==> config.mk <==
export PLATFORM = sky130hd
export DESIGN_NAME = three_phase_instant_overcurrent
export DESIGN_NICKNAME = d
export VERILOG_FILES = /design/src/logic/instant_oc_pkg.sv /design/src/logic/three_phase_instant_overcurrent.sv
export VERILOG_INCLUDE_DIRS = /design/src /design/src/logic
export SDC_FILE = /design/constraint.sdc
export NUM_CORES = 1
export LEC_CHECK = 0
export ABC_AREA = 1
export ABC_CLOCK_PERIOD_IN_PS = 13700
export BUFFER_PORTS_ARGS = -buffer_cell sky130_fd_sc_hd__buf_2
export CAP_MARGIN = 5
export CORE_MARGIN = 5
export CORE_UTILIZATION = 30
export DETAILED_ROUTE_END_ITERATION = 12
export PLACE_DENSITY = 0.58
export SETUP_SLACK_MARGIN = 0.5
export SYNTH_ARGS = -nofsm -noshare
export SYNTH_HDL_FRONTEND = slang
export SYNTH_SLANG_ARGS = --single-unit
==> constraint.sdc <==
create_clock -name clk -period 13.7 [get_ports clk]
set_clock_uncertainty 0.05 [all_clocks]
set_input_delay 1.37 -clock clk [delete_from_list [all_inputs] [get_ports clk]]
set_output_delay 1.37 -clock clk [all_outputs]
set_load 0.05 [all_outputs]
==> src/logic/instant_oc_map.svh <==
`ifndef INSTANT_OC_MAP_SVH
`define INSTANT_OC_MAP_SVH

// ----------------------------------------
// Register byte offsets
// ----------------------------------------
`define OC_CTRL_OFS      8'h00
`define OC_START_OFS     8'h04
`define OC_STATUS_OFS    8'h08
`define OC_EVSTAT_OFS    8'h0c
`define OC_EVEN_OFS      8'h10
`define OC_EVCLR_OFS     8'h14
`define OC_PEAK1_OFS     8'h18
`define OC_PEAK2_OFS     8'h1c
`define OC_PEAK3_OFS     8'h20

// ----------------------------------------
// Start current setting in percent
// ----------------------------------------
`define OC_START_MIN     12'h014
`define OC_START_MAX     12'hbb8
`define OC_START_DEF     12'h0c8

// ----------------------------------------
// Field positions
// ----------------------------------------
`define OC_MODE_MSB      1
`define OC_START_MSB     11
`define OC_EV_GEN_BIT    3
`define OC_ST_DIS_BIT    4
`define OC_ST_DBL_BIT    5

`endif

==> src/logic/instant_oc_pkg.sv <==
package instant_oc_pkg;

	typedef enum logic [1:0] {
		MODE_OFF,
		MODE_PEAK,
		MODE_FUND
	} opMode_t;

	typedef struct packed {
		opMode_t          mode;
		logic [11:0]      startPct;
		logic [2:0][15:0] peak;
		logic [15:0]      winCnt;
		logic [2:0]       trip;
		logic             anyTrip;
		logic [3:0]       evStat;
		logic [3:0]       evEn;
		logic             irq;
		logic [31:0]      prdata;
		logic             pready;
		logic             pslverr;
	} ocState_t;

endpackage

==> src/logic/three_phase_instant_overcurrent.sv <==
// Implementation choices: the APB register port and the register offsets.
`timescale 1ns/100ps
`include "instant_oc_map.svh"
// How it works
// - Operation selector: off, peak based or fundamental based; off after reset.
// - Start current in percent, 20 to 3000 in steps of one, default 200.
// - A phase trips with no added delay when its measurement exceeds threshold.
// - Peak mode tracks a separate peak of each phase from its samples.
// - No trip output is asserted from the first clock edge that samples the disable input high while it stays high.
// - While the doubling input is high the threshold is twice the setting.
// - Three per-phase trip outputs, each from its own phase only.
// - General trip is the OR of the three phase trips.
module three_phase_instant_overcurrent #(
	parameter int PEAK_WINDOW = 20
) (
	// Clock and reset
	input  wire logic                      clk,
	input  wire logic                      reset,
	// APB slave
	input  wire logic                      psel,
	input  wire logic                      penable,
	input  wire logic                      pwrite,
	input  wire logic [7:0]                paddr,
	input  wire logic [31:0]               pwdata,
	output      logic [31:0]               prdata,
	output      logic                      pready,
	output      logic                      pslverr,
	// Sampled phase currents
	input  wire logic                      sampleValid,
	input  wire logic signed [15:0]        phase1CurrentSample,
	input  wire logic signed [15:0]        phase2CurrentSample,
	input  wire logic signed [15:0]        phase3CurrentSample,
	// Fundamental RMS values
	input  wire logic [15:0]               phase1FundamentalRms,
	input  wire logic [15:0]               phase2FundamentalRms,
	input  wire logic [15:0]               phase3FundamentalRms,
	// Control inputs
	input  wire logic                      functionDisableIn,
	input  wire logic                      thresholdDoublingIn,
	// Trip outputs
	output      logic                      phase1TripOut,
	output      logic                      phase2TripOut,
	output      logic                      phase3TripOut,
	output      logic                      anyPhaseTripOut,
	// Interrupt
	output      logic                      irq
);
	import instant_oc_pkg::*;

	// ----------------------------------------
	// Helpers
	// ----------------------------------------

	// The most negative sample maps to 16'h8000, which still fits unsigned.
	function automatic logic [15:0] absVal(input logic signed [15:0] s);
		logic [15:0] r;
		r = s[15] ? 16'(-s) : 16'(s);
		return r;
	endfunction

	function automatic logic [15:0] maxVal(input logic [15:0] a, input logic [15:0] b);
		logic [15:0] r;
		r = (a > b) ? a : b;
		return r;
	endfunction

	function automatic logic [12:0] effThr(input logic [11:0] pct, input logic dbl);
		logic [12:0] r;
		r = dbl ? {pct, 1'b0} : {1'b0, pct};
		return r;
	endfunction

	function automatic logic overThr(input logic [15:0] meas, input logic [12:0] thr);
		logic r;
		r = meas > {3'h0, thr};
		return r;
	endfunction

	// ----------------------------------------
	// State
	// ----------------------------------------
	ocState_t         st_r;
	ocState_t         st_nxt;
	logic [2:0][15:0] sampAbs;
	logic [2:0][15:0] fund;
	logic [2:0][15:0] meas;
	logic [12:0]      thr;
	logic             armed;
	logic             winEnd;
	logic             acc;
	logic             wrDone;
	logic [3:0]       evSet;
	logic [3:0]       evClr;
	logic             addrOk;
	logic             badData;

	assign sampAbs[0] = absVal(phase1CurrentSample);
	assign sampAbs[1] = absVal(phase2CurrentSample);
	assign sampAbs[2] = absVal(phase3CurrentSample);
	assign fund[0]    = phase1FundamentalRms;
	assign fund[1]    = phase2FundamentalRms;
	assign fund[2]    = phase3FundamentalRms;

	always_comb begin
		st_nxt  = st_r;
		evSet   = 4'h0;
		evClr   = 4'h0;
		addrOk  = 1'b0;
		badData = 1'b0;

		// ----------------------------------------
		// Peak selection
		// ----------------------------------------
		// The peak restarts each window so a cleared fault lets the trip fall.
		winEnd = st_r.winCnt == 16'(PEAK_WINDOW - 1);
		if (sampleValid) begin
			st_nxt.winCnt = winEnd ? 16'h0000 : st_r.winCnt + 16'h0001;
			for (int i = 0; i < 3; i++) begin
				st_nxt.peak[i] = winEnd ? sampAbs[i] : maxVal(st_r.peak[i], sampAbs[i]);
			end
		end

		// ----------------------------------------
		// Instantaneous decision
		// ----------------------------------------
		thr = effThr(st_r.startPct, thresholdDoublingIn);
		armed = (st_r.mode != MODE_OFF) && !functionDisableIn;
		for (int i = 0; i < 3; i++) begin
			meas[i] = (st_r.mode == MODE_PEAK) ? st_nxt.peak[i] : fund[i];
			st_nxt.trip[i] = armed && overThr(meas[i], thr);
		end
		st_nxt.anyTrip = |st_nxt.trip;

		// ----------------------------------------
		// Events
		// ----------------------------------------
		evSet[2:0]            = st_nxt.trip & ~st_r.trip;
		evSet[`OC_EV_GEN_BIT] = st_nxt.anyTrip & ~st_r.anyTrip;

		// ----------------------------------------
		// APB slave
		// ----------------------------------------
		acc    = psel && penable;
		wrDone = acc && st_r.pready && pwrite && !st_r.pslverr;
		case (paddr)
			`OC_CTRL_OFS, `OC_START_OFS, `OC_STATUS_OFS, `OC_EVSTAT_OFS,
			`OC_EVEN_OFS, `OC_EVCLR_OFS, `OC_PEAK1_OFS, `OC_PEAK2_OFS,
			`OC_PEAK3_OFS: addrOk = 1'b1;
			default: addrOk = 1'b0;
		endcase
		if (pwrite && paddr == `OC_CTRL_OFS) begin
			badData = pwdata[`OC_MODE_MSB:0] == 2'h3;
		end
		if (pwrite && paddr == `OC_START_OFS) begin
			badData = (pwdata[31:12] != 20'h00000)
				|| (pwdata[`OC_START_MSB:0] < `OC_START_MIN)
				|| (pwdata[`OC_START_MSB:0] > `OC_START_MAX);
		end
		st_nxt.pready = acc && !st_r.pready;
		if (acc && !st_r.pready) begin
			st_nxt.pslverr = !addrOk || badData;
			st_nxt.prdata  = 32'h00000000;
			if (!pwrite) begin
				case (paddr)
					`OC_CTRL_OFS:   st_nxt.prdata = {30'h0, st_r.mode};
					`OC_START_OFS:  st_nxt.prdata = {20'h0, st_r.startPct};
					`OC_STATUS_OFS: st_nxt.prdata = {26'h0, thresholdDoublingIn,
						functionDisableIn, st_r.anyTrip, st_r.trip};
					`OC_EVSTAT_OFS: st_nxt.prdata = {28'h0, st_r.evStat};
					`OC_EVEN_OFS:   st_nxt.prdata = {28'h0, st_r.evEn};
					`OC_PEAK1_OFS:  st_nxt.prdata = {16'h0, st_r.peak[0]};
					`OC_PEAK2_OFS:  st_nxt.prdata = {16'h0, st_r.peak[1]};
					`OC_PEAK3_OFS:  st_nxt.prdata = {16'h0, st_r.peak[2]};
					default:        st_nxt.prdata = 32'h00000000;
				endcase
			end
		end else begin
			st_nxt.pslverr = 1'b0;
			st_nxt.prdata  = 32'h00000000;
		end
		if (wrDone) begin
			case (paddr)
				`OC_CTRL_OFS:  st_nxt.mode     = opMode_t'(pwdata[`OC_MODE_MSB:0]);
				`OC_START_OFS: st_nxt.startPct = pwdata[`OC_START_MSB:0];
				`OC_EVEN_OFS:  st_nxt.evEn     = pwdata[3:0];
				`OC_EVCLR_OFS: evClr           = pwdata[3:0];
				default:       evClr           = 4'h0;
			endcase
		end

		// A clear landing with a new event keeps the event.
		st_nxt.evStat = (st_r.evStat & ~evClr) | evSet;
		st_nxt.irq    = |(st_nxt.evStat & st_nxt.evEn);
	end

	// ----------------------------------------
	// State register
	// ----------------------------------------
	always_ff @(posedge clk) begin
		if (reset) begin
			st_r          <= '0;
			st_r.mode     <= MODE_OFF;
			st_r.startPct <= `OC_START_DEF;
		end else begin
			st_r <= st_nxt;
		end
	end

	// ----------------------------------------
	// Outputs
	// ----------------------------------------
	assign prdata          = st_r.prdata;
	assign pready          = st_r.pready;
	assign pslverr         = st_r.pslverr;
	assign phase1TripOut   = st_r.trip[0];
	assign phase2TripOut   = st_r.trip[1];
	assign phase3TripOut   = st_r.trip[2];
	assign anyPhaseTripOut = st_r.anyTrip;
	assign irq             = st_r.irq;

endmodule

# --- Word-level counts from Yosys, hierarchy flattened ---
# Cells that the tools add are included.
classes:
  bitwise_logic: 9
  add_sub_neg: 4
  n_mux: 23
  eq_ne: 11
  reduce_logical: 28
  n_lt_le_gt_ge: 8
op_table:
  columns: ["operator", "n"]
  rows:
  - ["$mux W16", 13]
  - ["$pmux W16 S8", 1]
  - ["$mux W64", 1]
  - ["$gt A16 B13 Y1", 3]
  - ["$gt A16 B16 Y1", 3]
  - ["$neg A16 Y16", 3]
  - ["$eq A8 B5 Y1 const B", 4]
  - ["$reduce_bool A20 Y1", 1]
  - ["$add A16 B1 Y16 const B", 1]
  - ["$eq A16 B5 Y1 const B", 1]
  - ["$eq A8 B4 Y1 const B", 2]
  - ["$mux W4", 4]
  - ["$mux W13", 1]
  - ["$gt A12 B12 Y1 const B", 1]
  - ["$lt A12 B5 Y1 const B", 1]
  - ["$logic_and A1 B1 Y1", 11]
  - ["$reduce_or A9 Y1", 1]
  - ["$and A4 B4 Y4", 2]
  - ["$eq A8 B3 Y1 const B", 1]
  - ["$eq A8 B6 Y1 const B", 1]
  - ["$logic_not A8 Y1", 1]
  - ["$reduce_or A3 Y1", 2]
  - ["$logic_not A1 Y1", 4]
  - ["$not A4 Y4", 1]
  - ["13 further kinds", 19]
totals:
  elab_cells: 97
  output_inout_bits: 39
  register_bits: 125
  inputBits: 144

# --- Logic depth before layout (Yosys ltp) ---
# Gate-level depths: netlist of run 1.
logic_depth:
  word_depth: 14
  mapped_depth: 43
  depth_no_buf: 42

# --- Worst setup path before layout of run 1 ---
# No wires, ideal clock.
synth_timing:
  kind: "input port to flip-flop"
  start: "input port phase3CurrentSample[1]"
  end: "register st_r, in the netlist irq"
  n_path_buf: 1
  path_slack_ns: 8.388
  arrival_ns: 5.148
  setup_time_ns: 0.113
  required_ns: 13.537
  path_stages: 38
  cell_sequence: "inv_1 -> ha_1 -> nand2_1 -> nor3_2 -> a31oi_1 -> nor2_1 -> xor2_1 -> inv_1 -> ha_1 -> nand2_1 -> nor2_1 -> nand2_1 -> inv_1 -> nand2_1 -> nand2_1 -> nand2_2 -> nand2_2 -> clkinv_1 -> [... 2 more ...] -> o21ai_0 -> ha_1 -> nand2_1 -> inv_1 -> nor3_1 -> nand2_1 -> nand2_1 -> nand2_1 -> nand2_1 -> nand2_1 -> a21oi_1 -> nand3_2 -> nand2_2 -> nand3_2 -> nand2_2 -> nand2_1 -> nand3_1 -> nand2_1"
synth_between:
  elab_chain_cells: 14
  word_cells_on_any_way: 15
  classes_between: "add/sub: 1; order compare: 2; mux: 5; bitwise: 4; reduce/logical: 3"
synth_lines:
  columns: ["item", "line", "source"]
  rows:
  - ["start: declaration", "three_phase_instant_overcurrent.sv:32", "input wire logic signed [15:0] phase3CurrentSample,"]
  - ["$neg A16 Y16", "three_phase_instant_overcurrent.sv:57", "r = s[15] ? 16'(-s) : 16'(s);"]
  - ["$mux W16 (*)", "three_phase_instant_overcurrent.sv:57", null]
  - ["$gt A16 B16 Y1", "three_phase_instant_overcurrent.sv:63", "r = (a > b) ? a : b;"]
  - ["$mux W16", "three_phase_instant_overcurrent.sv:63", null]
  - ["$mux W16 (*)", "three_phase_instant_overcurrent.sv:119", "st_nxt.peak[i] = winEnd ? sampAbs[i] : maxVal(st_r.peak[i], sampAbs[i]);"]
  - ["$mux W64 (*)", "three_phase_instant_overcurrent.sv:116", "if (sampleValid) begin"]
  - ["$mux W16 (*)", "three_phase_instant_overcurrent.sv:129", "meas[i] = (st_r.mode == MODE_PEAK) ? st_nxt.peak[i] : fund[i];"]
  - ["$gt A16 B13 Y1 (*)", "three_phase_instant_overcurrent.sv:75", "r = meas > {3'h0, thr};"]
  - ["$logic_and A1 B1 Y1 (*)", "three_phase_instant_overcurrent.sv:130", "st_nxt.trip[i] = armed && overThr(meas[i], thr);"]
  - ["$reduce_or A3 Y1", "three_phase_instant_overcurrent.sv:132", "st_nxt.anyTrip = |st_nxt.trip;"]
  - ["$and A1 B1 Y1", "three_phase_instant_overcurrent.sv:138", "evSet[`OC_EV_GEN_BIT] = st_nxt.anyTrip & ~st_r.anyTrip;"]
  - ["$or A4 B4 Y4 (*)", "three_phase_instant_overcurrent.sv:192", "st_nxt.evStat = (st_r.evStat & ~evClr) | evSet;"]
  - ["$and A4 B4 Y4 (*)", "three_phase_instant_overcurrent.sv:193", "st_nxt.irq = |(st_nxt.evStat & st_nxt.evEn);"]
  - ["$reduce_or A4 Y1 (*)", "three_phase_instant_overcurrent.sv:193", null]
  - ["end signal: assignment", "three_phase_instant_overcurrent.sv:205", "st_r <= st_nxt;"]
  - ["end: declaration", "three_phase_instant_overcurrent.sv:82", "ocState_t st_r;"]
# Mark *: on every way between the ends. The rest lies on a longest branch, timed or not.
# A chain may end at the register's enable or synchronous reset.

# --- Worst setup path after layout of run 1 ---
layout_timing:
  start: "input port phase3CurrentSample[0]"
  end: "register st_r, in the netlist irq"
# Same word-level chain as after synthesis.

==> results of run 1 <==
==> per-layer routing <==
layer / vias up / share of wire
met1: 4054 / 0.46
met4: 0 / 0.029
met2: 277 / 0.45
met5: - / 0
met3: 49 / 0.068
li1: 4609 / -
==> critical path: cells and delay by family <==
kind | cells | cell delay, ps
xor gates and xnor gates | 1 | 190
buffers and inverters | 5 | 760
and+or+nand+nor | 23 | 2110
AOI/OAI and AO/OA | 6 | 1090
adders and majority gates | 3 | 800
==> area by class of cell <==
class | count | area (µm²)
clock inverters | 6 | 52.6
well taps | 384 | 480
flip-flops and latches | 109 | 2180
fillers | 3194 | 18800
repair buffers | 169 | 853
inverters | 171 | 647
diodes | 1 | 2.50
clock buffers | 10 | 239
multi-input cells | 1015 | 5570
==> cell usage in the layout (no fill, tap or decap), drive strengths merged <==
cell and count:
clkinvlp 1, nor3b 8, o211ai 2, o21a 2, o31a 2, mux2i 3
a21o 3, nand3b 2, nor4 8, buf 169, a221oi 8, ha 91
a21oi 77, o22ai 9, nand3 53, clkbuf 10, nor2 178, nor3 17
xnor2 7, o21ai 126, inv 169, nand4 13, dfxtp 109, diode 1
clkinv 7, a41oi 7, a211oi 3, xor2 27, a31oi 8, or2 7
and3 2, nand2 335, conb 16, o31ai 1
==> power groups by stage <==
stage	combinational (W)	sequential [W]	clock, W
after CTS	0.000239	0.000357	0.000273
final	0.000239	0.000358	0.000266
after floorplan	0.000173	0.000356	0
after global routing	0.000275	0.000360	0.000285
after detailed placement	0.000237	0.000364	0
after global placement	0.000235	0.000364	0
==> worst paths after layout <==
path,from,endpoint,cells after the start
hold reg to reg,pready,pready,1
hold / removal,pready,pready,1
setup reg to reg,st_r[47],irq,24
setup / recovery,phase3CurrentSample[0],irq,38
==> registers in the layout (all words and copies together) (netlist names) <==
name,flops
pready,1
phase3TripOut,1
phase2TripOut,1
st_r,86
phase1TripOut,1
prdata,16
anyPhaseTripOut,1
pslverr,1
irq,1
==> cells by family after synthesis <==
group | after synthesis | synth area share
simple gates | 623 | 0.306
compound gates | 248 | 0.154
buf+inv | 239 | 0.122
xor+xnor | 34 | 0.0340
other cells | 1 | 0.000428
fa+ha+maj | 91 | 0.130
flops | 109 | 0.249
mux | 3 | 0.00343
==> stage by stage <==
step / instance area, µm² / total power [W]
floorplan: 8820 / 0.000529
global placement: 9730 / 0.000599
detailed placement: 9730 / 0.000601
CTS: 10000 / 0.000868
global route: 10000 / 0.000920
finish: 10000 / 0.000863
==> metrics.md, run 1 <==
| Metric | Value |
|---|---|
| Status | `complete, no violations` |
| Library cells used by synthesis | `50` |
| Initial DRT Pass Iterations | `5` |
| Area grow syn2layout | `14.4%` |
| Slew Limit Fails | `0` |
| Ys async rst share | `0` |
| CP Class | `input pin to flip-flop` |
| Clk root buf | `clkbuf_16` |
| Worst Hold Class | `flip-flop to flip-flop` |
| Clk pwr share | `0.308` |
| M3 GR Usage | `0.0324` |
| Cell with the most instances after synthesis | `nand2_1` |
| Overflow left after global routing | `0` |
| Pre-CTS WS | `7270 ps` |
| Crit path time final | `6070 ps` |
| Clock-pin slew on the worst setup and hold paths | `80 ps` |
| Yosys top cell area share | `0.249` |
| CTS Hold Buffers Added | `0` |
| Placed insts | `1848` |
| CTS tree | `done` |
| PnR worst setup slack | `7630 ps` |
| Final Util | `0.348` |
| Hold Worst Slack | `439 ps` |
| #FFs+latches synth | `109` |
| Post-DP HPWL | `23700 µm` |
| Slowest Stage Delay on Critical Path | `440 ps` |
| Synth top area cells | `dfxtp_1 (25%), nand2_1 (14%), ha_1 (13%)` |
| Synth Instances | `1348` |
| Row count | `62` |
| Crit-path max FO | `18` |
| GR peak layer | `met2` |
| Reg2reg setup slack | `9480 ps` |
| Starting Density | `0.305` |
| Vias in the first global route | `8502` |
| Via Count | `8989` |
| Post-layout nets | `1710` |
| Die Y | `181 µm` |
| Later-pin clock latency in the skew report | `370 ps` |
| Core Region | `28800 µm²` |
| Worst-case clock buffer depth | `2` |
| Post-Syn Area per Cell | `6.50 µm²` |
| RSZ-0062 raised after global routing | `false` |
| Worst-Margin Slew | `753 ps` |
| Cell Int Power | `0.000554 W` |
| First-pass GRT wire length | `44400 µm` |
| Crit path top cell by count | `nand2_1` |
| Fin cells | `1865` |
| # IOs | `183` |
| Endpoints failing setup | `0` |
| Top cells by count, synth | `nand2_1 (321), nor2_1 (170), inv_1 (157), o21ai_0 (125), dfxtp_1 (109)` |
| Drt via density | `4.82` |
| Die width | `181 µm` |
| Share of post-route cells with drive strength above 1 | `0.158` |
| Cell area after synthesis | `8760 µm²` |
| Crit. End Element | `flip-flop` |
| Slowest CP cell | `clkinv_1` |
| Slew headroom | `0.493` |
| Number of H-tree levels | `3` |
| Final ANT Viol Nets | `0` |
| Full die area | `32700 µm²` |
| Max VDD drop | `0.0000548 V` |
| Synth warnings | `0` |
| Post-synth EDFFs | `0` |
| TritonCTS buffer count | `9` |
| WL final | `28600 µm` |
| Synth area leader | `dfxtp_1` |
| GR Layer Usage met1 | `0.225` |
| Gr usage total | `0.169` |
| Ys flop type | `dfxtp_1` |
| Final hold vios | `0` |
| Static leakage | `4.89 nW` |
| Met2 Use GR | `0.273` |
| Initial DRC count | `620` |
| Maxcap violations | `0` |
| Clk sinks | `109` |
| IO Port Bufs | `166` |
| Final worst-path cycle share | `0.443` |
| Fin Setup TNS | `0 ps` |
| CP arrival | `6290 ps` |
| Worst EP required | `13910 ps` |
| Initial antenna violation count | `1` |
| DR DRC count | `0` |
| Seq pwr share | `0.415` |
| Sequential share of the synthesized area | `0.249` |
| Largest net degree at the start of global routing | `66` |
| RePlAce Congestion | `0.911` |
| P_sw | `0.000309 W` |
| PostCTS Resize Cnt | `0` |
| Startpoint types | `input pin` |
| # Post-CTS Setup Buffers | `0` |
| Routed len/inst | `15.4 µm` |
| Sw Ratio | `0.358` |
| Cell Pwr Density | `86.1 nW/µm²` |
| Max Freq | `165 MHz` |
| Gate power share | `0.277` |
No activity file was read; power rests on OpenSTA's default activity.
==> run 2: changes to the inputs <==
ABC_CLOCK_PERIOD_IN_PS = 6000   (was 13700)
clock period = 6 ns   (was 13.7 ns; I/O delays follow)
==> metrics.md, run 2 (synthesis results as in run 1) <==
| Metric | Value |
|---|---|
| Status | `complete, no violations` |
| Largest Register | `st_r` |
| Initial DRT Pass Iterations | `5` |
| Vias in the first global route | `8556` |
| CTS Hold Buffers Added | `0` |
| Routed len/inst | `15.3 µm` |
| RePlAce Congestion | `0.912` |
| Crit. End Element | `flip-flop` |
| Placed instance area | `9740 µm²` |
| Number of H-tree levels | `3` |
| Drt via density | `4.81` |
| Later-pin clock latency in the skew report | `360 ps` |
| Final worst-path cycle share | `0.830` |
| Worst-case clock buffer depth | `2` |
| Startpoint types | `input pin` |
| Worst EP required | `6210 ps` |
| Max Freq | `201 MHz` |
| TritonCTS buffer count | `9` |
| Fin area | `10100 µm²` |
| Slowest Stage Delay on Critical Path | `400 ps` |
| IO Port Bufs | `166` |
| Slowest CP cell | `o21ai_0` |
| Commonest non-fill, non-tap cell in the layout | `nand2_1` |
| Clk root buf | `clkbuf_16` |
| Gr usage total | `0.169` |
| Most frequent cells in the layout | `nand2_1 (321), nor2_1 (170), buf_2 (166)` |
| Sw Ratio | `0.348` |
| Initial antenna violation count | `0` |
| Share of post-route cells with drive strength above 1 | `0.164` |
| Max VDD drop | `0.000135 V` |
| Slew Limit Fails | `0` |
| Via Count | `9005` |
| Largest net degree at the start of global routing | `66` |
| Post-layout nets | `1717` |
| Core Region | `28800 µm²` |
| WL final | `28700 µm` |
| P_sw | `0.000706 W` |
| Number of fillers in the final layout | `3141` |
| Endpoints failing setup | `0` |
| Crit path top cell by count | `nand2_1` |
| RSZ-0062 raised after global routing | `false` |
| Static leakage | `4.92 nW` |
| Pre-CTS WS | `333 ps` |
| Fin Setup TNS | `0 ps` |
| Crit path time final | `4980 ps` |
| Die Y | `181 µm` |
| Worst Hold Class | `flip-flop to flip-flop` |
| Seq pwr share | `0.402` |
| Initial DRC count | `682` |
| Cell Pwr Density | `200 nW/µm²` |
| Full die area | `32700 µm²` |
| Final ANT Viol Nets | `0` |
| CTS tree | `done` |
| DR DRC count | `0` |
| # IOs | `183` |
| Area grow syn2layout | `15.6%` |
| First-pass GRT wire length | `44700 µm` |
| CP Class | `input pin to flip-flop` |
| Die width | `181 µm` |
| Clk sinks | `109` |
| Overflow left after global routing | `0` |
| Final hold vios | `0` |
| Row count | `62` |
| Post-DP HPWL | `23600 µm` |
| Cell Int Power | `0.00132 W` |
| Starting Density | `0.305` |
| PnR worst setup slack | `1020 ps` |
| Crit-path max FO | `12` |
| Max reg flops | `86` |
| Gate power share | `0.278` |
| CP arrival | `5190 ps` |
| Clock-pin slew on the worst setup and hold paths | `80 ps` |
| Maxcap violations | `0` |
| Reg2reg setup slack | `1960 ps` |
| Worst-Margin Slew | `877 ps` |
| Clk pwr share | `0.320` |
| Slew headroom | `0.414` |
==> run 2: area by class of cell <==
class	count	area, µm²	area share
flip-flops and latches	109	2180	0.215
well taps	384	480	0.0474
multi-input cells	1015	5580	0.551
clock buffers	11	253	0.0250
repair inverters	2	15.0	0.00148
repair buffers	174	891	0.0880
inverters	171	658	0.0650
clock inverters	5	63.8	0.00630
diodes	1	2.50	0.000247
==> run 2: layer usage <==
layer | routed length [µm] | up-vias | track usage
met5 | 0 | - | 0
met4 | 714 | 0 | 0.0475
met3 | 1740 | 39 | 0.0364
met2 | 12900 | 288 | 0.274
met1 | 13300 | 4057 | 0.227
li1 | - | 4621 | -
==> run 2: stage by stage <==
stage	std cells	util	power (W)	hold slack [ps]
after CTS	1865	0.349	0.00202	442
after detailed placement	1849	0.338	0.00137	431
after global routing	1871	0.352	0.00216	454
final	1872	0.352	0.00203	439
after global placement	1849	0.338	0.00137	426
after floorplan	1363	-	0.00121	410
==> run 2: final timing paths <==
path,from,endpoint,cells after the start
worst max-delay path,phase3CurrentSample[0],irq,37
worst min-delay path,pready,pready,1
worst max register to register,st_r[47],irq,24
worst min register to register,pready,pready,1
==> run 2: worst max-delay path, delay by kind of cell <==
kind                       cells  cell delay [ps]
xor gates and xnor gates       1              200
adders and majority gates      3              770
buffers and inverters          3              250
and+or+nand+nor               25             2400
AOI/OAI and AO/OA              5              970
==> run 2: power groups by stage <==
stage | sequential [W] | combinational [W] | clock [W]
global placement | 0.000831 | 0.000535 | 0
floorplan | 0.000813 | 0.000394 | 0
finish | 0.000816 | 0.000563 | 0.000649
global route | 0.000821 | 0.000648 | 0.000694
detailed placement | 0.000831 | 0.000541 | 0
CTS | 0.000815 | 0.000544 | 0.000666
==> run 2: timing repair <==
action | in CTS | in global routing
gates resized for setup | 0 | 10
buffers inserted | 0 | 4
setup endpoints to repair | 0 | 7
==> run 3: changes to the inputs <==
ABC_CLOCK_PERIOD_IN_PS = 5200   (was 6000)
clock period = 5.2 ns   (was 6 ns; I/O delays follow)
==> metrics.md, run 3 (synthesis results as in run 1) <==
| Metric | Value |
|---|---|
| Overflow left after global routing | `0` |
| IO Port Bufs | `166` |
| Via Count | `9110` |
| Routed len/inst | `15.6 µm` |
| CP arrival | `4690 ps` |
| Initial DRT Pass Iterations | `5` |
| Slew headroom | `0.397` |
| Row count | `62` |
| Maxcap violations | `0` |
| R2R depth | `26` |
| Initial DRC count | `665` |
| Largest Register | `st_r` |
| Largest net degree at the start of global routing | `65` |
| Number of fillers in the final layout | `3082` |
| Commonest non-fill, non-tap cell in the layout | `nand2_1` |
| Startpoint types | `input pin` |
| Final hold vios | `0` |
| CTS tree | `done` |
| Core Region | `28800 µm²` |
| M3 GR Usage | `0.0310` |
| Worst hold start | `pwdata[11]` |
| Register Area | `2180 µm²` |
| Max VDD drop | `0.000148 V` |
| Multi-input gate area | `5870 µm²` |
| Clk sinks | `109` |
| RePlAce Congestion | `0.935` |
| Max reg flops | `86` |
| Met2 Use GR | `0.273` |
| Worst EP required | `5410 ps` |
| Vias in the first global route | `8361` |
| TritonCTS buffer count | `9` |
| Status | `complete, no violations` |
| Gr usage total | `0.170` |
| Crit path top cell by count | `nand2_1` |
| CP Class | `input pin to flip-flop` |
| Hold Worst Slack | `375 ps` |
| Hold Path End | `st_r[122]` |
| First-pass GRT wire length | `44500 µm` |
| Worst Hold Class | `input pin to flip-flop` |
| GR Layer Usage met1 | `0.233` |
| Initial antenna violation count | `1` |
| Slew Limit Fails | `0` |
| Crit path time final | `4490 ps` |
| Later-pin clock latency in the skew report | `360 ps` |
| Crit. End Element | `flip-flop` |
| Most frequent cells in the layout | `nand2_1 (311), buf_2 (164), nor2_1 (162)` |
| WL final | `29600 µm` |
| Max Freq | `223 MHz` |
| Slowest Stage Delay on Critical Path | `290 ps` |
| Clock-pin slew on the worst setup and hold paths | `80 ps` |
| Cell Pwr Density | `225 nW/µm²` |
| Full die area | `32700 µm²` |
| Static leakage | `5.08 nW` |
| RSZ-0062 raised after global routing | `true` |
| GR peak layer | `met2` |
| CTS Hold Buffers Added | `0` |
| Drt via density | `4.80` |
| Worst-case clock buffer depth | `2` |
| Die width | `181 µm` |
| Slowest CP cell | `ha_1` |
| Final worst-path cycle share | `0.863` |
| Area grow syn2layout | `21.4%` |
| Hold Path Depth | `3` |
| DR DRC count | `0` |
| Reg2reg setup slack | `1380 ps` |
| Final ANT Viol Nets | `0` |
| Share of post-route cells with drive strength above 1 | `0.224` |
| Die Y | `181 µm` |
| Worst-Margin Slew | `895 ps` |
| Endpoints failing setup | `0` |
| Post-DP HPWL | `24000 µm` |
| Clk root buf | `clkbuf_16` |
| Starting Density | `0.305` |
| # IOs | `183` |
| Fin Setup TNS | `0 ps` |
| Number of H-tree levels | `3` |
| Worst r2r dst | `irq` |
| Post-layout nets | `1744` |
| R2R Path Start | `st_r[47]` |
| Crit-path max FO | `5` |
run 3: area by class of cell:
cell class	instances	share of cell area
timing repair buffer	199	0.106
antenna	1	0.000235
clock inverter	4	0.00529
inverter	171	0.0624
tap	384	0.0451
clock buffer	11	0.0219
timing repair inverter	4	0.00247
sequential	109	0.205
multi-input combinational	1015	0.552
run 3: layer usage:
layer	part of all wire	vias up
met1	0.46	4109
li1	-	4681
met2	0.45	276
met3	0.058	42
met5	0.00024	-
met4	0.027	2
run 3: worst max path at each step:
stage	startpoint	endpoint	cells past startpoint
2_1_floorplan	phase3CurrentSample[1]	irq	38
3_3_place_gp	phase1CurrentSample[0]	irq	36
3_5_place_dp	phase1CurrentSample[0]	irq	36
4_1_cts	phase1CurrentSample[0]	irq	39
5_1_grt	phase3CurrentSample[2]	irq	38
6_report	phase1CurrentSample[0]	irq	40
run 3: timing repair:
item	4_1_cts	5_1_grt
buffers inserted	0	17
gates resized for setup	16	133
pin swaps	1	58
cloned	1	4
endpoints found under the setup margin	5	9
run 3: per-stage QoR:
step           cells  worst slack (ps)  power (W)  cell area, µm²  utilization
6_report        1898               715    0.00239           10600        0.370
5_1_grt         1897               383    0.00254           10600        0.370
4_1_cts         1876               548    0.00231           10100        0.352
3_5_place_dp    1860              -123    0.00159            9820        0.341
3_3_place_gp    1860             -91.3    0.00159            9820        0.341
2_1_floorplan   1363               738    0.00139            8820            -
run 3: worst max-delay path: cells and delay by family:
family                     cells  cell delay (ps)
xor gates and xnor gates       1              150
buffers and inverters          6              570
adders and majority gates      3              730
AOI/OAI and AO/OA              4              570
and+or+nand+nor               26             2130
run 3: where the power goes:
part	total, W	internal [W]	switching (W)	leakage (nW)
combinational	0.000748	0.000291	0.000458	4.05
clock	0.000702	0.000376	0.000325	0.141
sequential	0.000944	0.000889	0.0000558	0.890
total	0.00239	0.00156	0.000839	5.08
